## src/verilog/mss_pkg.sv

```systemverilog
// shared constants and carrier types for the multi-speed selector
package mss_pkg;
	localparam int          NUM_SLOTS    = 16;
	localparam int          SEL_BITS     = 4;
	localparam int          NUM_TERMS    = 6;
	localparam int          FREQ_W       = 16;
	// register byte offsets
	localparam logic [11:0] OFF_CTRL     = 12'h000;
	localparam logic [11:0] OFF_STATUS   = 12'h004;
	localparam logic [11:0] OFF_MAXF     = 12'h008;
	localparam logic [11:0] OFF_TERMMAP  = 12'h00c;
	localparam logic [11:0] OFF_EDIT     = 12'h010;
	localparam logic [11:0] OFF_STORE    = 12'h014;
	localparam logic [11:0] OFF_ACTIVE   = 12'h018;
	localparam logic [11:0] OFF_MONITOR  = 12'h01c;
	localparam logic [11:0] OFF_SLOT0    = 12'h040;
	localparam logic [11:0] OFF_SLOT_END = 12'h07c;
	// field positions
	localparam int          CTRL_RUN     = 0;
	localparam int          STORE_BY_SEL = 4;
	localparam int          TERM_FLD_W   = 4;
	// reset values
	localparam logic [15:0] MAXF_RST     = 16'h1770;
	localparam logic [15:0] SLOT_RST     = 16'h0000;
	// each select bit: enable bit then three-bit terminal index
	localparam logic [15:0] TERMMAP_RST  = 16'hba98;
	localparam int          SYNC_STAGES  = 3;

	typedef struct packed {
		logic        run;
		logic [15:0] maxf;
		logic [15:0] termmap;
	} mss_cfg_t;
endpackage

```

## src/verilog/mss_top.sv

```systemverilog
// multi-speed selector: slot table, terminal mapping, select decode, apb registers
// What this block does
// - sixteen slots, one drives run frequency
// - four select inputs form binary index
// - index picks slot, zero picks slot zero
// - any select bit maps to any terminal
// - fewer inputs use low bits, low slots
// - selection changes follow live while running
// - each slot individually programmable
// - edits commit only on store press
// - output never exceeds maximum frequency limit
// - monitor tracks selected slot output frequency
// - in stop, newly selected slot loaded for editing
// - in stop, store writes edit to selected slot
`timescale 1ns/1ps
module mss_top #(
	parameter int NUM_TERMS = mss_pkg::NUM_TERMS,
	parameter int FREQ_W    = mss_pkg::FREQ_W
) (
	input  wire logic                 pclk,
	input  wire logic                 presetn,
	input  wire logic                 psel,
	input  wire logic                 penable,
	input  wire logic                 pwrite,
	input  wire logic [11:0]          paddr,
	input  wire logic [31:0]          pwdata,
	output logic                      pready,
	output logic [31:0]               prdata,
	output logic                      pslverr,
	input  wire logic [NUM_TERMS-1:0] term_in,
	output logic [FREQ_W-1:0]         output_frequency_monitor,
	output logic [3:0]                speed_index
);

	////////////////////////////////////////////////////////////////////
	// terminal synchronisers
	logic [NUM_TERMS-1:0] sync1_r;
	logic [NUM_TERMS-1:0] sync2_r;
	logic [NUM_TERMS-1:0] sync3_r;
	logic [NUM_TERMS-1:0] term_r;

	// three stages; a change counts once stages two and three agree
	always_ff @(posedge pclk or negedge presetn)
	begin
		if (!presetn)
		begin
			sync1_r <= '0;
			sync2_r <= '0;
			sync3_r <= '0;
			term_r  <= '0;
		end
		else
		begin
			sync1_r <= term_in;
			sync2_r <= sync1_r;
			sync3_r <= sync2_r;
			for (int i = 0; i < NUM_TERMS; i++)
				if (sync2_r[i] == sync3_r[i])
					term_r[i] <= sync3_r[i];
		end
	end

	////////////////////////////////////////////////////////////////////
	// configuration registers
	mss_pkg::mss_cfg_t        cfg_r;
	logic [FREQ_W-1:0]        edit_r;
	logic [FREQ_W-1:0]        slot_r [mss_pkg::NUM_SLOTS];
	logic [FREQ_W-1:0]        active_r;
	logic [3:0]               sel_nxt;

	logic                     wr_en;
	logic                     rd_en;
	logic                     slot_hit;
	logic [3:0]               slot_addr;
	assign wr_en     = psel && penable && pwrite;
	assign rd_en     = psel && penable && !pwrite;
	assign slot_hit  = (paddr >= mss_pkg::OFF_SLOT0) && (paddr <= mss_pkg::OFF_SLOT_END) && (paddr[1:0] == 2'h0);
	assign slot_addr = paddr[5:2];

	// map each select bit through its terminal field
	always_comb
	begin
		logic [3:0] fld;
		fld     = 4'h0;
		sel_nxt = 4'h0;
		for (int b = 0; b < mss_pkg::SEL_BITS; b++)
		begin
			fld = cfg_r.termmap[b*mss_pkg::TERM_FLD_W +: mss_pkg::TERM_FLD_W];
			// enable bit clear or terminal out of range leaves bit at zero
			if (fld[3] && (int'(fld[2:0]) < NUM_TERMS))
				sel_nxt[b] = term_r[fld[2:0]];
		end
	end

	// control, limit and terminal map
	always_ff @(posedge pclk or negedge presetn)
	begin
		if (!presetn)
		begin
			cfg_r.run     <= 1'b0;
			cfg_r.maxf    <= mss_pkg::MAXF_RST;
			cfg_r.termmap <= mss_pkg::TERMMAP_RST;
		end
		else if (wr_en)
		begin
			if (paddr == mss_pkg::OFF_CTRL)
				cfg_r.run <= pwdata[mss_pkg::CTRL_RUN];
			if (paddr == mss_pkg::OFF_MAXF)
				cfg_r.maxf <= pwdata[15:0];
			if (paddr == mss_pkg::OFF_TERMMAP)
				cfg_r.termmap <= pwdata[15:0];
		end
	end

	// edit buffer; in stop a change of selection reloads it from the new slot so the user edits that slot
	always_ff @(posedge pclk or negedge presetn)
	begin
		if (!presetn)
			edit_r <= mss_pkg::SLOT_RST;
		else if (wr_en && paddr == mss_pkg::OFF_EDIT)
			edit_r <= pwdata[FREQ_W-1:0];
		else if (!cfg_r.run && sel_nxt != speed_index)
			edit_r <= slot_r[sel_nxt];
	end

	// slot table; direct writes, store by slot number, or store by selection in stop
	always_ff @(posedge pclk or negedge presetn)
	begin
		if (!presetn)
		begin
			for (int s = 0; s < mss_pkg::NUM_SLOTS; s++)
				slot_r[s] <= mss_pkg::SLOT_RST;
		end
		else if (wr_en)
		begin
			if (slot_hit)
				slot_r[slot_addr] <= pwdata[FREQ_W-1:0];
			else if (paddr == mss_pkg::OFF_STORE)
			begin
				// store key: commit the edit buffer
				if (pwdata[mss_pkg::STORE_BY_SEL] && !cfg_r.run)
					slot_r[speed_index] <= edit_r;
				else if (!pwdata[mss_pkg::STORE_BY_SEL])
					slot_r[pwdata[3:0]] <= edit_r;
			end
		end
	end

	////////////////////////////////////////////////////////////////////
	// selection and output frequency
	logic [FREQ_W-1:0] target;
	// clamp to limit; a slot above the limit runs at the limit
	assign target = (slot_r[speed_index] > cfg_r.maxf) ? cfg_r.maxf : slot_r[speed_index];

	always_ff @(posedge pclk or negedge presetn)
	begin
		if (!presetn)
			speed_index <= 4'h0;
		else
			speed_index <= sel_nxt;
	end

	// active setting shows the clamped slot; output applies only in run
	always_ff @(posedge pclk or negedge presetn)
	begin
		if (!presetn)
		begin
			active_r                 <= mss_pkg::SLOT_RST;
			output_frequency_monitor <= '0;
		end
		else
		begin
			active_r                 <= target;
			output_frequency_monitor <= cfg_r.run ? target : '0;
		end
	end

	////////////////////////////////////////////////////////////////////
	// apb read and answer; zero-wait, unmapped reads zero with error
	logic mapped;
	assign mapped = slot_hit || paddr == mss_pkg::OFF_CTRL || paddr == mss_pkg::OFF_STATUS
		|| paddr == mss_pkg::OFF_MAXF || paddr == mss_pkg::OFF_TERMMAP || paddr == mss_pkg::OFF_EDIT
		|| paddr == mss_pkg::OFF_STORE || paddr == mss_pkg::OFF_ACTIVE || paddr == mss_pkg::OFF_MONITOR;

	always_ff @(posedge pclk or negedge presetn)
	begin
		if (!presetn)
		begin
			pready  <= 1'b0;
			pslverr <= 1'b0;
			prdata  <= 32'h0;
		end
		else
		begin
			// ready in the first access cycle: setup registers the answer
			pready  <= psel && !penable;
			pslverr <= psel && !penable && !mapped;
			prdata  <= 32'h0;
			if (psel && !penable && !pwrite)
			begin
				if (slot_hit)
					prdata <= {16'h0, slot_r[slot_addr]};
				else
					case (paddr)
						mss_pkg::OFF_CTRL:    prdata <= {31'h0, cfg_r.run};
						mss_pkg::OFF_STATUS:  prdata <= {16'h0, 7'h0, (slot_r[speed_index] > cfg_r.maxf), 4'h0, speed_index};
						mss_pkg::OFF_MAXF:    prdata <= {16'h0, cfg_r.maxf};
						mss_pkg::OFF_TERMMAP: prdata <= {16'h0, cfg_r.termmap};
						mss_pkg::OFF_EDIT:    prdata <= {16'h0, edit_r};
						mss_pkg::OFF_ACTIVE:  prdata <= {16'h0, active_r};
						mss_pkg::OFF_MONITOR: prdata <= {16'h0, output_frequency_monitor};
						default:              prdata <= 32'h0;
					endcase
			end
		end
	end
endmodule
```

## config.mk

```make
export PLATFORM = sky130hd
export DESIGN_NAME = mss_top
export DESIGN_NICKNAME = d
export VERILOG_FILES = /design/src/verilog/mss_pkg.sv /design/src/verilog/mss_top.sv
export SDC_FILE = /design/constraint.sdc
export NUM_CORES = 1
export LEC_CHECK = 0
export BUFFER_PORTS_ARGS = -buffer_cell sky130_fd_sc_hd__buf_2
export CAP_MARGIN = 10
export CORE_MARGIN = 2
export CORE_UTILIZATION = 60
export CTS_CLUSTER_DIAMETER = 100
export CTS_CLUSTER_SIZE = 8
export DETAILED_ROUTE_END_ITERATION = 6
export GPL_ROUTABILITY_DRIVEN = 0
export PLACE_DENSITY_LB_ADDON = 0.15
export SYNTH_ARGS = -nofsm -noshare
export SYNTH_HDL_FRONTEND = slang
export SYNTH_SLANG_ARGS = --single-unit
```

## constraint.sdc

```tcl
create_clock -name pclk -period 9.79 [get_ports pclk]
set_input_delay 0.4895 -clock pclk [delete_from_list [all_inputs] [get_ports pclk]]
set_output_delay 0.4895 -clock pclk [all_outputs]
set_load 0.03 [all_outputs]
```

==> run metrics <==
Residual DRC 1; wire per inst around 34 um; CTS sink cnt approximately 380; # rows between 70 and 80; flop and latch count out of synthesis between 300 and 400; first-pass GRT wire length around 140000 um; chip width ~200 um; Final #Nets around 2.4k; Final Instance Area between 20000 and 30000 sq um; worst vdd ir roughly 130 uV; slew at the pin closest to its max-slew limit around 1.3 ns; htree depth 2; Hold Slack 0.0153 ns; CP cell instances buf_4 -> mux4_2 -> mux4_2 -> ha_1 -> nor2b_1 -> o21a_1 -> o21a_1 -> o21bai_1 -> a21o_1 -> a31oi_4 -> buf_4 -> mux2_2; Top delay family on crit path multiplexers; Starting DRT DRC Count between 3k and 4k; fin util around 66%; Cell Area, Placed 24800 sq um; CTS buffer count 53; Critical Path Slowest Stage Cell buf_4; starting density of the core slightly above 60%; residual overflow from global routing 0; CP max stage delay a little under 0.9 ns; # diodes 0; area of the core about 40000 sq um; Die Ht between 200 and 250 um; largest net degree at the start of global routing ~100; total track usage a little under half; Setup TNS 0 ns; Leak approximately 10 nW; insertion delay of the later-clocked pin in the worst-skew pair approximately 0.62 ns; fmax 184 MHz; register area slightly below 10000 sq um; share of cells above drive strength 1 22.0%; cell accounting for the most synthesized area dfrtp_1; CTS tree yes; Fin Clk Skew ~0.034 ns; post-synthesis cell type count between 60 and 70; Fillers between 3k and 4k; Slew headroom 16.6%; Crit path arrival time between 5 and 6 ns; synth warn 0; top cells by count, synth nand2_1 (455), dfrtp_1 (368), o21ai_0 (240), a22oi_1 (196), clkbuf_1 (166); Critical Path Fanout Max 46; WL final between 90000 and 100000 um; Post-synth ARST share 100%; fin crit share roughly 56%; initial antenna violation count 0; ys flop type dfrtp_1; fin. max-slew vios 0; Via density just under 8; post-CTS setup buffers 0; crit end category register; MaxCap Viol Count 0; TritonRoute pass-1 iters 7; Mapped Area ~24000 sq um; Area growth syn-to-layout 9.18%; outcome finished with violations; Max Buffers Root-to-Sink 3; IO Pins between 100 and 150; Post-synth EDFFs 0; port bufs 76; failing checks design-rule violations; top-count cell post-synth nand2_1; multi-input logic area about 13000 sq um; vias in the first global route between 20k and 25k; top cells by area, synth dfrtp_1 (38%), mux4_2 (15%), nand2_1 (7.1%); Antenna Nets Post-Route 0; fin crit period about 5.4 ns; endpoints failing hold 0; Crit Path Class reg2reg; clk root buf clkbuf_16; syn_area_per_cell just over 10 sq um; clock slew at reported path FFs approximately 0.050 ns; PwrDens 141 nW/um^2; RSZ-0062 raised after global routing no; CP Data Required Time approximately 10 ns; sequential element share of the synthesized area 40.0%; total number of vias roughly 22k; startpoint type of the worst setup path register; Final setup viols 0; die area 41600 sq um; area share of the largest cell type after synthesis 38.4%; hpwl dp between 50000 and 60000 um; buffers and inverters on the worst path 2; Mapped Cells about 2.3k; worst hold path class in2reg
## power by group
part / switching, mW / total [mW] / leakage, nW / internal [mW]
Sequential: 0.0395 / 1.65 / 5.16 / 1.61
Combinational: 0.285 / 0.388 / 4.25 / 0.102
Clock: 0.701 / 1.67 / 0.683 / 0.971
Total: 1.03 / 3.71 / 10.1 / 2.68
## flip-flops by register name, indices dropped and copies added (netlist names)
name	cells
cfg_r	33
pready	1
sync1_r	6
slot_r	256
sync2_r	6
output_frequency_monitor	16
pslverr	1
sync3_r	6
active_r	16
edit_r	16
speed_index	4
term_r	6
prdata	16
## cell usage in the layout (no fill, tap or decap), types with 5 or more instances in the layout
cell	instances
a21oi_1	32
nor3_2	8
nand2_1	454
and2_1	32
o31ai_1	16
dfrtp_1	365
a21o_1	5
nor3_1	24
buf_4	91
a32o_1	64
maj3_1	6
buf_2	73
nand2b_1	22
conb_1	16
nor2_1	32
nor2b_1	11
a22oi_1	196
o211ai_1	12
nand3_1	9
inv_1	23
a221oi_1	13
mux2_2	77
o22ai_1	60
o21ai_1	7
clkbuf_16	53
ha_1	16
clkbuf_1	18
mux4_2	164
a222oi_1	15
o21ai_0	239
a211o_1	17
dfstp_2	15
mux2i_1	83
## metal layers
layer	GRT usage [%]	up-vias	share of wire [%]
met2	64.5	2121	40
met1	56.0	10513	33
met3	22.7	679	17
met5	1.79	-	0.10
met4	36.5	2	9.2
li1	-	8744	-
## path summary, 6_finish.rpt
kind | cells past startpoint | end | slack (ns) | start
setup / recovery | 12 | active_r[13]$_DFF_PN0_ | 4.36 | speed_index[0]$_DFF_PN0_
hold / removal | 1 | sync1_r[2]$_DFF_PN0_ | 0.02 | term_in[2]
min in group asynchronous | 2 | sync1_r[0]$_DFF_PN0_ | 0.51 | presetn
setup reg to reg | 12 | active_r[13]$_DFF_PN0_ | 4.36 | speed_index[0]$_DFF_PN0_
hold reg to reg | 0 | sync2_r[5]$_DFF_PN0_ | 0.35 | sync1_r[5]$_DFF_PN0_
max in group asynchronous | 4 | speed_index[2]$_DFF_PN0_ | 6.80 | presetn
## layout make-up
cell class	count	area share, %
Multi-Input combinational cell	1690	50.9
Timing Repair Buffer	169	4.21
Clock buffer	71	5.32
Sequential cell	383	36.7
Clock inverter	2	0.0669
Tap cell	525	2.51
Inverter	24	0.353
## cells by family after synthesis
logic type | share of synthesized area (%)
AO/OA/AOI/OAI | 19.9
AND/OR/NAND/NOR | 11.3
flip-flops | 40.0
multiplexers | 22.6
buffers and inverters | 5.01
adder cells (fa/ha/maj) | 1.08
XOR/XNOR | 0.104
other | 0.0156
## through the flow
step / worst slack (ns) / instances / power, mW
after detailed placement: 4.41 / 2787 / 2.03
after floorplan: 5.40 / 2347 / 1.87
after global placement: 4.48 / 2787 / 2.02
final: 4.36 / 2864 / 3.71
after global routing: 4.17 / 2864 / 3.77
after CTS: 4.38 / 2864 / 3.68
## worst reg2reg max path, delay by kind of cell, from the launching register on
family                     cells  cell delay, ns
adders and majority gates      1            0.34
muxes                          3            1.64
buffers and inverters          2            1.30
AOI/OAI and AO/OA              5            1.09
and+or+nand+nor                1            0.13
DFF                            1            0.77
## what timing repair did
action | in CTS | in global routing
resized for setup | 0 | 0
hold buffers | 4 | 0
hold endpoints to repair | 70 | 0
Power figures use the tool's default switching activity.
